### config.mk
export PLATFORM = sky130hd
export DESIGN_NAME = segment_lcd_display_core
export DESIGN_NICKNAME = d
export VERILOG_FILES = /design/src/lcd_core_pkg.sv /design/src/segment_lcd_display_core.sv
export SDC_FILE = /design/constraint.sdc
export NUM_CORES = 1
export LEC_CHECK = 0
export BUFFER_PORTS_ARGS = -buffer_cell sky130_fd_sc_hd__clkbuf_2
export CAP_MARGIN = 20
export CELL_PAD_IN_SITES_DETAIL_PLACEMENT = 1
export CELL_PAD_IN_SITES_GLOBAL_PLACEMENT = 1
export CORE_ASPECT_RATIO = 0.8
export CORE_MARGIN = 2
export CORE_UTILIZATION = 50
export CTS_CLUSTER_SIZE = 20
export DETAILED_ROUTE_END_ITERATION = 16
export MAX_ROUTING_LAYER = met4
export PLACE_DENSITY_LB_ADDON = 0.1
export SLEW_MARGIN = 20
export SYNTH_ARGS = -nofsm -noshare
export SYNTH_HDL_FRONTEND = slang
export SYNTH_SLANG_ARGS = --single-unit
### constraint.sdc
create_clock -name mclk -period 11.1 [get_ports mclk]
set_clock_uncertainty 0.05 [all_clocks]
set_input_delay 0.555 -clock mclk [delete_from_list [all_inputs] [get_ports mclk]]
set_output_delay 0.555 -clock mclk [all_outputs]
set_load 0.05 [all_outputs]
### src/lcd_core_pkg.sv
// Shared constants, configuration layout and state codes of the segment LCD display core
package lcd_core_pkg;

  // ****************************************************************
  // Clocks and derived timing
  // ****************************************************************
  localparam int MCLK_HZ       = 40_000_000;
  localparam int SYS_HZ        = 32_000;
  localparam int SYS_DIV       = MCLK_HZ / SYS_HZ;
  localparam int FRAME_SLOW_HZ = 80;
  localparam int FRAME_FAST_HZ = 160;
  localparam int DUTY_FOUR     = 4;
  localparam int DUTY_EIGHT    = 8;
  localparam int SLOT_SLOW_4   = SYS_HZ / (FRAME_SLOW_HZ * DUTY_FOUR);
  localparam int SLOT_SLOW_8   = SYS_HZ / (FRAME_SLOW_HZ * DUTY_EIGHT);
  localparam int SLOT_FAST_4   = SYS_HZ / (FRAME_FAST_HZ * DUTY_FOUR);
  localparam int SLOT_FAST_8   = SYS_HZ / (FRAME_FAST_HZ * DUTY_EIGHT);
  localparam int BLINK_DIV1    = 16384;
  localparam int BLINK_DIV2    = 32768;
  localparam int BLINK_DIV3    = 65536;
  localparam int BLINK_BIT1    = $clog2(BLINK_DIV1) - 1;
  localparam int BLINK_BIT2    = $clog2(BLINK_DIV2) - 1;
  localparam int BLINK_BIT3    = $clog2(BLINK_DIV3) - 1;
  localparam int POR_QUIET_MS  = 1;

  // ****************************************************************
  // Serial slave and display memory
  // ****************************************************************
  localparam logic [6:0] DEV_ADDR    = 7'h38;
  localparam int         RAM_WORDS   = 16;
  localparam logic [3:0] BITS_BYTE   = 4'h8;

  // ****************************************************************
  // Drive levels, in steps of one bias fraction of the LCD supply
  // ****************************************************************
  typedef logic [2:0] lvl_t;
  localparam lvl_t LVL_SEG_ON  = 3'h0;
  localparam lvl_t LVL_NONSEL  = 3'h1;
  localparam lvl_t LVL_SEG_OFF = 3'h2;
  localparam lvl_t LVL_FULL_3  = 3'h3;
  localparam lvl_t LVL_FULL_4  = 3'h4;

  // ****************************************************************
  // Configuration word
  // ****************************************************************
  typedef struct packed {
    logic       osc_on;
    logic       bias_on;
    logic       display_on;
    logic       duty_eighth;
    logic       bias_quarter;
    logic       frame_fast;
    logic [1:0] blink_mode;
    logic       vadj_enable;
    logic [3:0] voltage_trim_code;
    logic       shared_pin_supply;
    logic       supply_detect_on;
  } lcd_cfg_t;

  localparam lcd_cfg_t CFG_RESET = '{
    osc_on:            1'b0,
    bias_on:           1'b0,
    display_on:        1'b0,
    duty_eighth:       1'b0,
    bias_quarter:      1'b0,
    frame_fast:        1'b0,
    blink_mode:        2'h0,
    vadj_enable:       1'b1,
    voltage_trim_code: 4'h0,
    shared_pin_supply: 1'b0,
    supply_detect_on:  1'b0
  };

  typedef enum logic [2:0] {
    ST_IDLE  = 3'h0,
    ST_ADDR  = 3'h1,
    ST_ACK_A = 3'h3,
    ST_WR    = 3'h2,
    ST_ACK_W = 3'h6,
    ST_RD    = 3'h7,
    ST_ACK_R = 3'h5
  } i2c_state_t;

endpackage

### src/segment_lcd_display_core.sv
// Display core: serial slave, display memory, frame timing and common/segment drive
`timescale 1ns/1ps

module segment_lcd_display_core
  import lcd_core_pkg::*;
(
  input  wire logic                    mclk,
  input  wire logic                    sys_rst,
  input  wire logic                    clk_en,
  input  wire logic                    scl_in,
  input  wire logic                    sda_in,
  output logic                         sda_out,
  output logic                         sda_oe_n,
  input  wire logic                    cfg_load,
  input  wire lcd_core_pkg::lcd_cfg_t  cfg_in,
  output lcd_core_pkg::lcd_cfg_t       cfg_state,
  output lcd_core_pkg::lvl_t [3:0]     common_drive_outputs,
  output lcd_core_pkg::lvl_t [3:0]     shared_common_segment_outputs,
  output lcd_core_pkg::lvl_t [15:0]    segment_drive_outputs
);
  import lcd_core_pkg::*;

  // ****************************************************************
  // Helpers
  // ****************************************************************
  function automatic logic seg_on(input logic [15:0][7:0] mem, input logic [4:0] k,
                                  input logic [2:0] slot, input logic eighth);
    if (eighth) begin
      seg_on = mem[4'(k - 5'd4)][slot];
    end else begin
      seg_on = mem[k[4:1]][{k[0], slot[1:0]}];
    end
  endfunction

  function automatic lvl_t drive_lvl(input logic pol, input logic sel, input logic is_com,
                                     input lvl_t full);
    lvl_t l;
    if (is_com) begin
      l = sel ? full : LVL_NONSEL;
    end else begin
      l = sel ? LVL_SEG_ON : LVL_SEG_OFF;
    end
    drive_lvl = pol ? lvl_t'(full - l) : l;
  endfunction

  // ****************************************************************
  // Configuration
  // ****************************************************************
  lcd_cfg_t cfg_reg;

  always_ff @(posedge mclk or posedge sys_rst) begin
    if (sys_rst) begin
      cfg_reg <= CFG_RESET;
    end else if (clk_en && cfg_load) begin
      cfg_reg <= cfg_in;
    end
  end

  assign cfg_state = cfg_reg;

  // ****************************************************************
  // Serial slave
  // ****************************************************************
  i2c_state_t       st_reg;
  logic             scl_q;
  logic             sda_q;
  logic [3:0]       bit_cnt;
  logic [7:0]       shift_reg;
  logic [7:0]       tx_reg;
  logic             rw_reg;
  logic             drive_reg;
  logic [3:0]       ptr_reg;
  logic             ptr_pending;
  logic [15:0][7:0] ram_reg;
  logic             scl_rise;
  logic             scl_fall;
  logic             start_c;
  logic             stop_c;
  logic             addr_hit;
  logic             wr_done;
  logic             rd_load;

  assign scl_rise = scl_in & ~scl_q;
  assign scl_fall = ~scl_in & scl_q;
  assign start_c  = scl_in & scl_q & sda_q & ~sda_in;
  assign stop_c   = scl_in & scl_q & ~sda_q & sda_in;
  assign addr_hit = (shift_reg[7:1] == DEV_ADDR);
  assign wr_done  = (st_reg == ST_WR) && scl_fall && (bit_cnt == BITS_BYTE);
  assign rd_load  = scl_fall && (((st_reg == ST_ACK_A) && rw_reg) || (st_reg == ST_ACK_R));

  always_ff @(posedge mclk or posedge sys_rst) begin
    if (sys_rst) begin
      st_reg    <= ST_IDLE;
      scl_q     <= 1'b1;
      sda_q     <= 1'b1;
      bit_cnt   <= 4'h0;
      shift_reg <= 8'h00;
      tx_reg    <= 8'h00;
      rw_reg    <= 1'b0;
      drive_reg <= 1'b0;
    end else if (clk_en) begin
      scl_q <= scl_in;
      sda_q <= sda_in;
      if (start_c) begin
        st_reg    <= ST_ADDR;
        bit_cnt   <= 4'h0;
        drive_reg <= 1'b0;
      end else if (stop_c) begin
        st_reg    <= ST_IDLE;
        drive_reg <= 1'b0;
      end else begin
        unique case (st_reg)
          ST_IDLE: begin
            drive_reg <= 1'b0;
          end
          ST_ADDR, ST_WR: begin
            if (scl_rise) begin
              shift_reg <= {shift_reg[6:0], sda_in};
              bit_cnt   <= bit_cnt + 4'h1;
            end else if (scl_fall && bit_cnt == BITS_BYTE) begin
              if (st_reg == ST_WR) begin
                st_reg    <= ST_ACK_W;
                drive_reg <= 1'b1;
              end else if (addr_hit) begin
                st_reg    <= ST_ACK_A;
                drive_reg <= 1'b1;
                rw_reg    <= shift_reg[0];
              end else begin
                st_reg <= ST_IDLE;
              end
            end
          end
          ST_ACK_A, ST_ACK_R: begin
            if (scl_rise && st_reg == ST_ACK_R && sda_in) begin
              st_reg <= ST_IDLE;
            end else if (scl_fall) begin
              bit_cnt <= 4'h0;
              if (rd_load) begin
                st_reg    <= ST_RD;
                tx_reg    <= ram_reg[ptr_reg];
                drive_reg <= ~ram_reg[ptr_reg][7];
              end else begin
                st_reg    <= ST_WR;
                drive_reg <= 1'b0;
              end
            end
          end
          ST_ACK_W: begin
            if (scl_fall) begin
              st_reg    <= ST_WR;
              bit_cnt   <= 4'h0;
              drive_reg <= 1'b0;
            end
          end
          ST_RD: begin
            if (scl_rise) begin
              bit_cnt <= bit_cnt + 4'h1;
            end else if (scl_fall) begin
              if (bit_cnt == BITS_BYTE) begin
                st_reg    <= ST_ACK_R;
                drive_reg <= 1'b0;
              end else begin
                drive_reg <= ~tx_reg[3'(4'h7 - bit_cnt)];
              end
            end
          end
          default: begin
            st_reg <= ST_IDLE;
          end
        endcase
      end
    end
  end

  // Open drain: the pin is only ever pulled low
  assign sda_out  = 1'b0;
  assign sda_oe_n = ~drive_reg;

  // ****************************************************************
  // Pointer and display memory
  // ****************************************************************
  always_ff @(posedge mclk or posedge sys_rst) begin
    if (sys_rst) begin
      ptr_reg     <= 4'h0;
      ptr_pending <= 1'b0;
      ram_reg     <= '0;
    end else if (clk_en) begin
      if (start_c) begin
        ptr_pending <= 1'b1;
      end else if (wr_done && ptr_pending) begin
        ptr_reg     <= shift_reg[3:0];
        ptr_pending <= 1'b0;
      end else if (wr_done) begin
        ram_reg[ptr_reg] <= shift_reg;
        ptr_reg          <= ptr_reg + 4'h1;
      end else if (rd_load) begin
        ptr_reg <= ptr_reg + 4'h1;
      end
    end
  end

  // ****************************************************************
  // Frame timing
  // ****************************************************************
  logic [10:0] div_cnt;
  logic        sys_tick;
  logic [6:0]  slot_cnt;
  logic [6:0]  slot_len;
  logic [2:0]  slot_idx;
  logic        frame_pol;
  logic [15:0] blink_cnt;
  logic        blank;
  logic        disp_active;

  assign sys_tick = cfg_reg.osc_on && (div_cnt == 11'(SYS_DIV - 1));

  always_comb begin
    unique case ({cfg_reg.frame_fast, cfg_reg.duty_eighth})
      2'b00: slot_len = 7'(SLOT_SLOW_4);
      2'b01: slot_len = 7'(SLOT_SLOW_8);
      2'b10: slot_len = 7'(SLOT_FAST_4);
      2'b11: slot_len = 7'(SLOT_FAST_8);
    endcase
  end

  always_comb begin
    unique case (cfg_reg.blink_mode)
      2'h0: blank = 1'b0;
      2'h1: blank = blink_cnt[BLINK_BIT1];
      2'h2: blank = blink_cnt[BLINK_BIT2];
      2'h3: blank = blink_cnt[BLINK_BIT3];
    endcase
  end

  // Stopped oscillator freezes all display timing, which is what saves power
  always_ff @(posedge mclk or posedge sys_rst) begin
    if (sys_rst) begin
      div_cnt   <= 11'h000;
      slot_cnt  <= 7'h00;
      slot_idx  <= 3'h0;
      frame_pol <= 1'b0;
      blink_cnt <= 16'h0000;
    end else if (clk_en && cfg_reg.osc_on) begin
      div_cnt <= sys_tick ? 11'h000 : div_cnt + 11'h001;
      if (sys_tick) begin
        blink_cnt <= blink_cnt + 16'h0001;
        if (slot_cnt >= slot_len - 7'h01) begin
          slot_cnt <= 7'h00;
          if (slot_idx >= (cfg_reg.duty_eighth ? 3'h7 : 3'h3)) begin
            slot_idx  <= 3'h0;
            frame_pol <= ~frame_pol;
          end else begin
            slot_idx <= slot_idx + 3'h1;
          end
        end else begin
          slot_cnt <= slot_cnt + 7'h01;
        end
      end
    end
  end

  // ****************************************************************
  // Common and segment drive
  // ****************************************************************
  lvl_t       full;
  lvl_t [3:0] com_next;
  lvl_t [3:0] shr_next;
  lvl_t [15:0] seg_next;

  assign full        = cfg_reg.bias_quarter ? LVL_FULL_4 : LVL_FULL_3;
  assign disp_active = cfg_reg.osc_on && cfg_reg.bias_on && cfg_reg.display_on && !blank;

  always_comb begin
    for (int i = 0; i < 4; i++) begin
      com_next[i] = drive_lvl(frame_pol, slot_idx == 3'(i), 1'b1, full);
      if (cfg_reg.duty_eighth) begin
        shr_next[i] = drive_lvl(frame_pol, slot_idx == 3'(i + 4), 1'b1, full);
      end else begin
        shr_next[i] = drive_lvl(frame_pol, seg_on(ram_reg, 5'(i), slot_idx, 1'b0),
                                1'b0, full);
      end
    end
    for (int k = 0; k < 16; k++) begin
      seg_next[k] = drive_lvl(frame_pol, seg_on(ram_reg, 5'(k + 4), slot_idx,
                              cfg_reg.duty_eighth), 1'b0, full);
    end
    if (!disp_active) begin
      com_next = {4{full}};
      shr_next = {4{full}};
      seg_next = {16{full}};
    end
  end

  always_ff @(posedge mclk or posedge sys_rst) begin
    if (sys_rst) begin
      common_drive_outputs          <= {4{LVL_FULL_3}};
      shared_common_segment_outputs <= {4{LVL_FULL_3}};
      segment_drive_outputs         <= {16{LVL_FULL_3}};
    end else if (clk_en) begin
      common_drive_outputs          <= com_next;
      shared_common_segment_outputs <= shr_next;
      segment_drive_outputs         <= seg_next;
    end
  end
endmodule

==> run metrics <==
Slew Limit Fails=0; Final Util=55.92%; status=completed; clk slew on worst S/H paths=60 ps; Rows=56; Post-Layout Cell Count=1681; sequential power share=43.3%; Die W=197.1 um; Hold Vio Cnt, Final=0; Placed Cells=1628; drt wl/cell=24.09 um; Final Worst Setup Slack=8308 ps; die area=0.03123 sq mm; root buf cell=clkbuf_16; setup violators final=0; starting density of the core=50.80%; CP Max Fanout=36; largest net degree at the start of global routing=155; Slew Limit Headroom=27.49%; Synth Instances=1233; pre-CTS setup slack=8257 ps; Tightest Pin Transition=1088 ps; gr usage total=27.11%; final hold slack=131.9 ps; Post-synth EDFFs=0; warnings from Yosys=0; Setup CP Type=reg -> reg; CP Data Arrival Time=3230 ps; post-detail-place hpwl=27270 um; Worst EP required=11540 ps; flip-flop count of the largest register after layout=128; type of element launching the critical path=flip-flop; DRC violations left=0; drt total wl=40490 um; f_max=0.3581 GHz; combinational share of power=20.2%; type of the most critical hold path=in -> async; total CTS buffers=29; post-synthesis sequential area ratio=45.61%; CTS sink cnt=270; P_int=1.764 mW; Hold-fix buffers, CTS=0; Detailed Routing Iterations Pass 1=5; post-synthesis mux area share=24.90%; first-pass GRT wire length=63340 um; Post-layout nets=1348; Placer Congestion=0.8105; Setup TNS Final=0 ps; crit path time final=2792 ps; leading register cell type out of synthesis=dfrtp_1; Worst setup EP type=flip-flop; CTS tree=done; Yosys cell types=74; Adder-Cell Fraction of Synth Area=3.692%; largest family of logic cells by synthesized area=multiplexers; Post-Synth Simple-Gate Area=9.900%; Syn Nets=1298; Sw Pwr=876.8 uW; IO Port Bufs=108; Power Dens Cells=160.9 mW/mm^2; GRT Residual Overflow=0; xor and xnor area share after synthesis=1.703%; via count=10407; VDD IR max=0.0001288 V; RSZ-0062 raised after global routing=no; Bufs on Longest Clock Path=3; total setup buffers inserted after CTS=0; Die H=158.5 um; Leakage=7.457 nW; area delta synth->final=10.08%; Starting DRT DRC Count=512; Post-DRT Antenna Nets=0; cts repair resizes=0; vias in the first global route=10656; Yosys reg bits=270; Netlist Area Pre-Place=0.01491 sq mm; clock network power share=36.5%; vias per cell=6.191; Final period util=25.16%; antenna cells=0; share of cells above drive strength 1=36.81%; I/O pins=110; Compound-Gate Fraction of Synth Area=9.615%; synthesized area per cell=12.09 sq um; switch share=33.20%; Async SR Flop Fraction=100.0%; initial antenna violation count=0; H-tree depth=1; Skew-Pair Late Insertion Delay=560 ps; Max-Cap Viols=0; core box area=0.02936 sq mm
-- metrics by stage --
stage               area [sq um]  power, mW
floorplan                  14910      1.573
global placement           15470      1.683
global route               16420      2.752
finish                     16420      2.641
detailed placement         15470      1.697
CTS                        16410      2.670
-- logic make-up (layout without fill, tap and decap cells) --
group / count (synthesis) / after routing
buffers and inverters: 129 / 200
flip-flops: 270 / 270
XOR/XNOR: 29 / 29
multiplexers: 251 / 251
AND/OR/NAND/NOR: 284 / 284
adder cells (fa/ha/maj): 44 / 44
AO/OA/AOI/OAI: 224 / 224
other: 2 / 2
-- power by group through the flow --
| stage | clock [mW] | combinational, mW | sequential (mW) |
|---|---|---|---|
| global placement | 0 | 0.525 | 1.16 |
| floorplan | 0 | 0.277 | 1.30 |
| global route | 1.02 | 0.574 | 1.15 |
| CTS | 0.988 | 0.537 | 1.14 |
| finish | 0.964 | 0.533 | 1.14 |
| detailed placement | 0 | 0.536 | 1.16 |
-- Yosys cell counts, drive strengths merged (10+ instances only) --
cell    count  area (sq um)
ha         44         550.5
a31oi      12         75.07
a21oi      81         405.4
dfrtp     234          5856
mux2      167          1907
a21o       16         120.1
o221a      10         112.6
inv        27         101.3
nand3      24         120.1
xor2       10         87.58
dfstp      36         945.9
nand2      80         310.3
xnor2      19         166.4
clkbuf     50         207.7
and3       10         62.56
nand2b     12         75.07
nor2       86         352.8
nand4      15         100.1
mux2i      11         110.1
buf        52         366.6
mux4       73          1697
o21ai      48         240.2
nor2b      11         68.82
-- path summary, 6_finish.rpt --
kind	cells after the start	slack (ps)	to	from
min in group mclk	2	190	cfg_state[10]	cfg_in[10]
max reg2reg	8	8310	segment_drive_outputs[31]	slot_idx[0]
max in group asynchronous	3	9490	slot_idx[0]	sys_rst
max	8	8310	segment_drive_outputs[31]	slot_idx[0]
min reg2reg	2	410	common_drive_outputs[6]	common_drive_outputs[6]
min	2	130	ram_reg[97]	sys_rst
-- cell type report --
type	count	area, sq um
clock buffers	42	864.6
inverters	27	108.9
multi-input cells	834	7436
clock inverters	10	77.57
repair buffers	121	653.1
well taps	377	471.7
flip-flops and latches	270	6804
fillers	2977	12940
-- per-layer routing --
metal | up-vias | routed length, um | global-route usage [%]
met5 | - | 0 | -
met1 | 5477 | 18680 | 38.33
met3 | 54 | 2044 | 3.919
met4 | 0 | 652 | 4.869
li1 | 4623 | - | -
met2 | 253 | 19110 | 42.49
-- critical path: stages, from the launching register on --
cell and delay, ps:
dfrtp_2 360, buf_4 550, mux4_2 610, mux2i_1 260, o21ai_0 170, ha_1 310
nand2_1 70, o21ai_0 90, o221a_2 240
-- placed cells by master, fill, tap and decap left out, types with 29 or more instances in the layout --
cell and count:
clkbuf_16 29, dfstp_2 36, clkbuf_2 107, ha_1 44
nor2_1 74, dfrtp_1 232, mux4_2 59, a21oi_1 81
nand2_1 76, mux2_2 160, o21ai_0 44
Note: power is estimated with default switching activity, not from simulation.
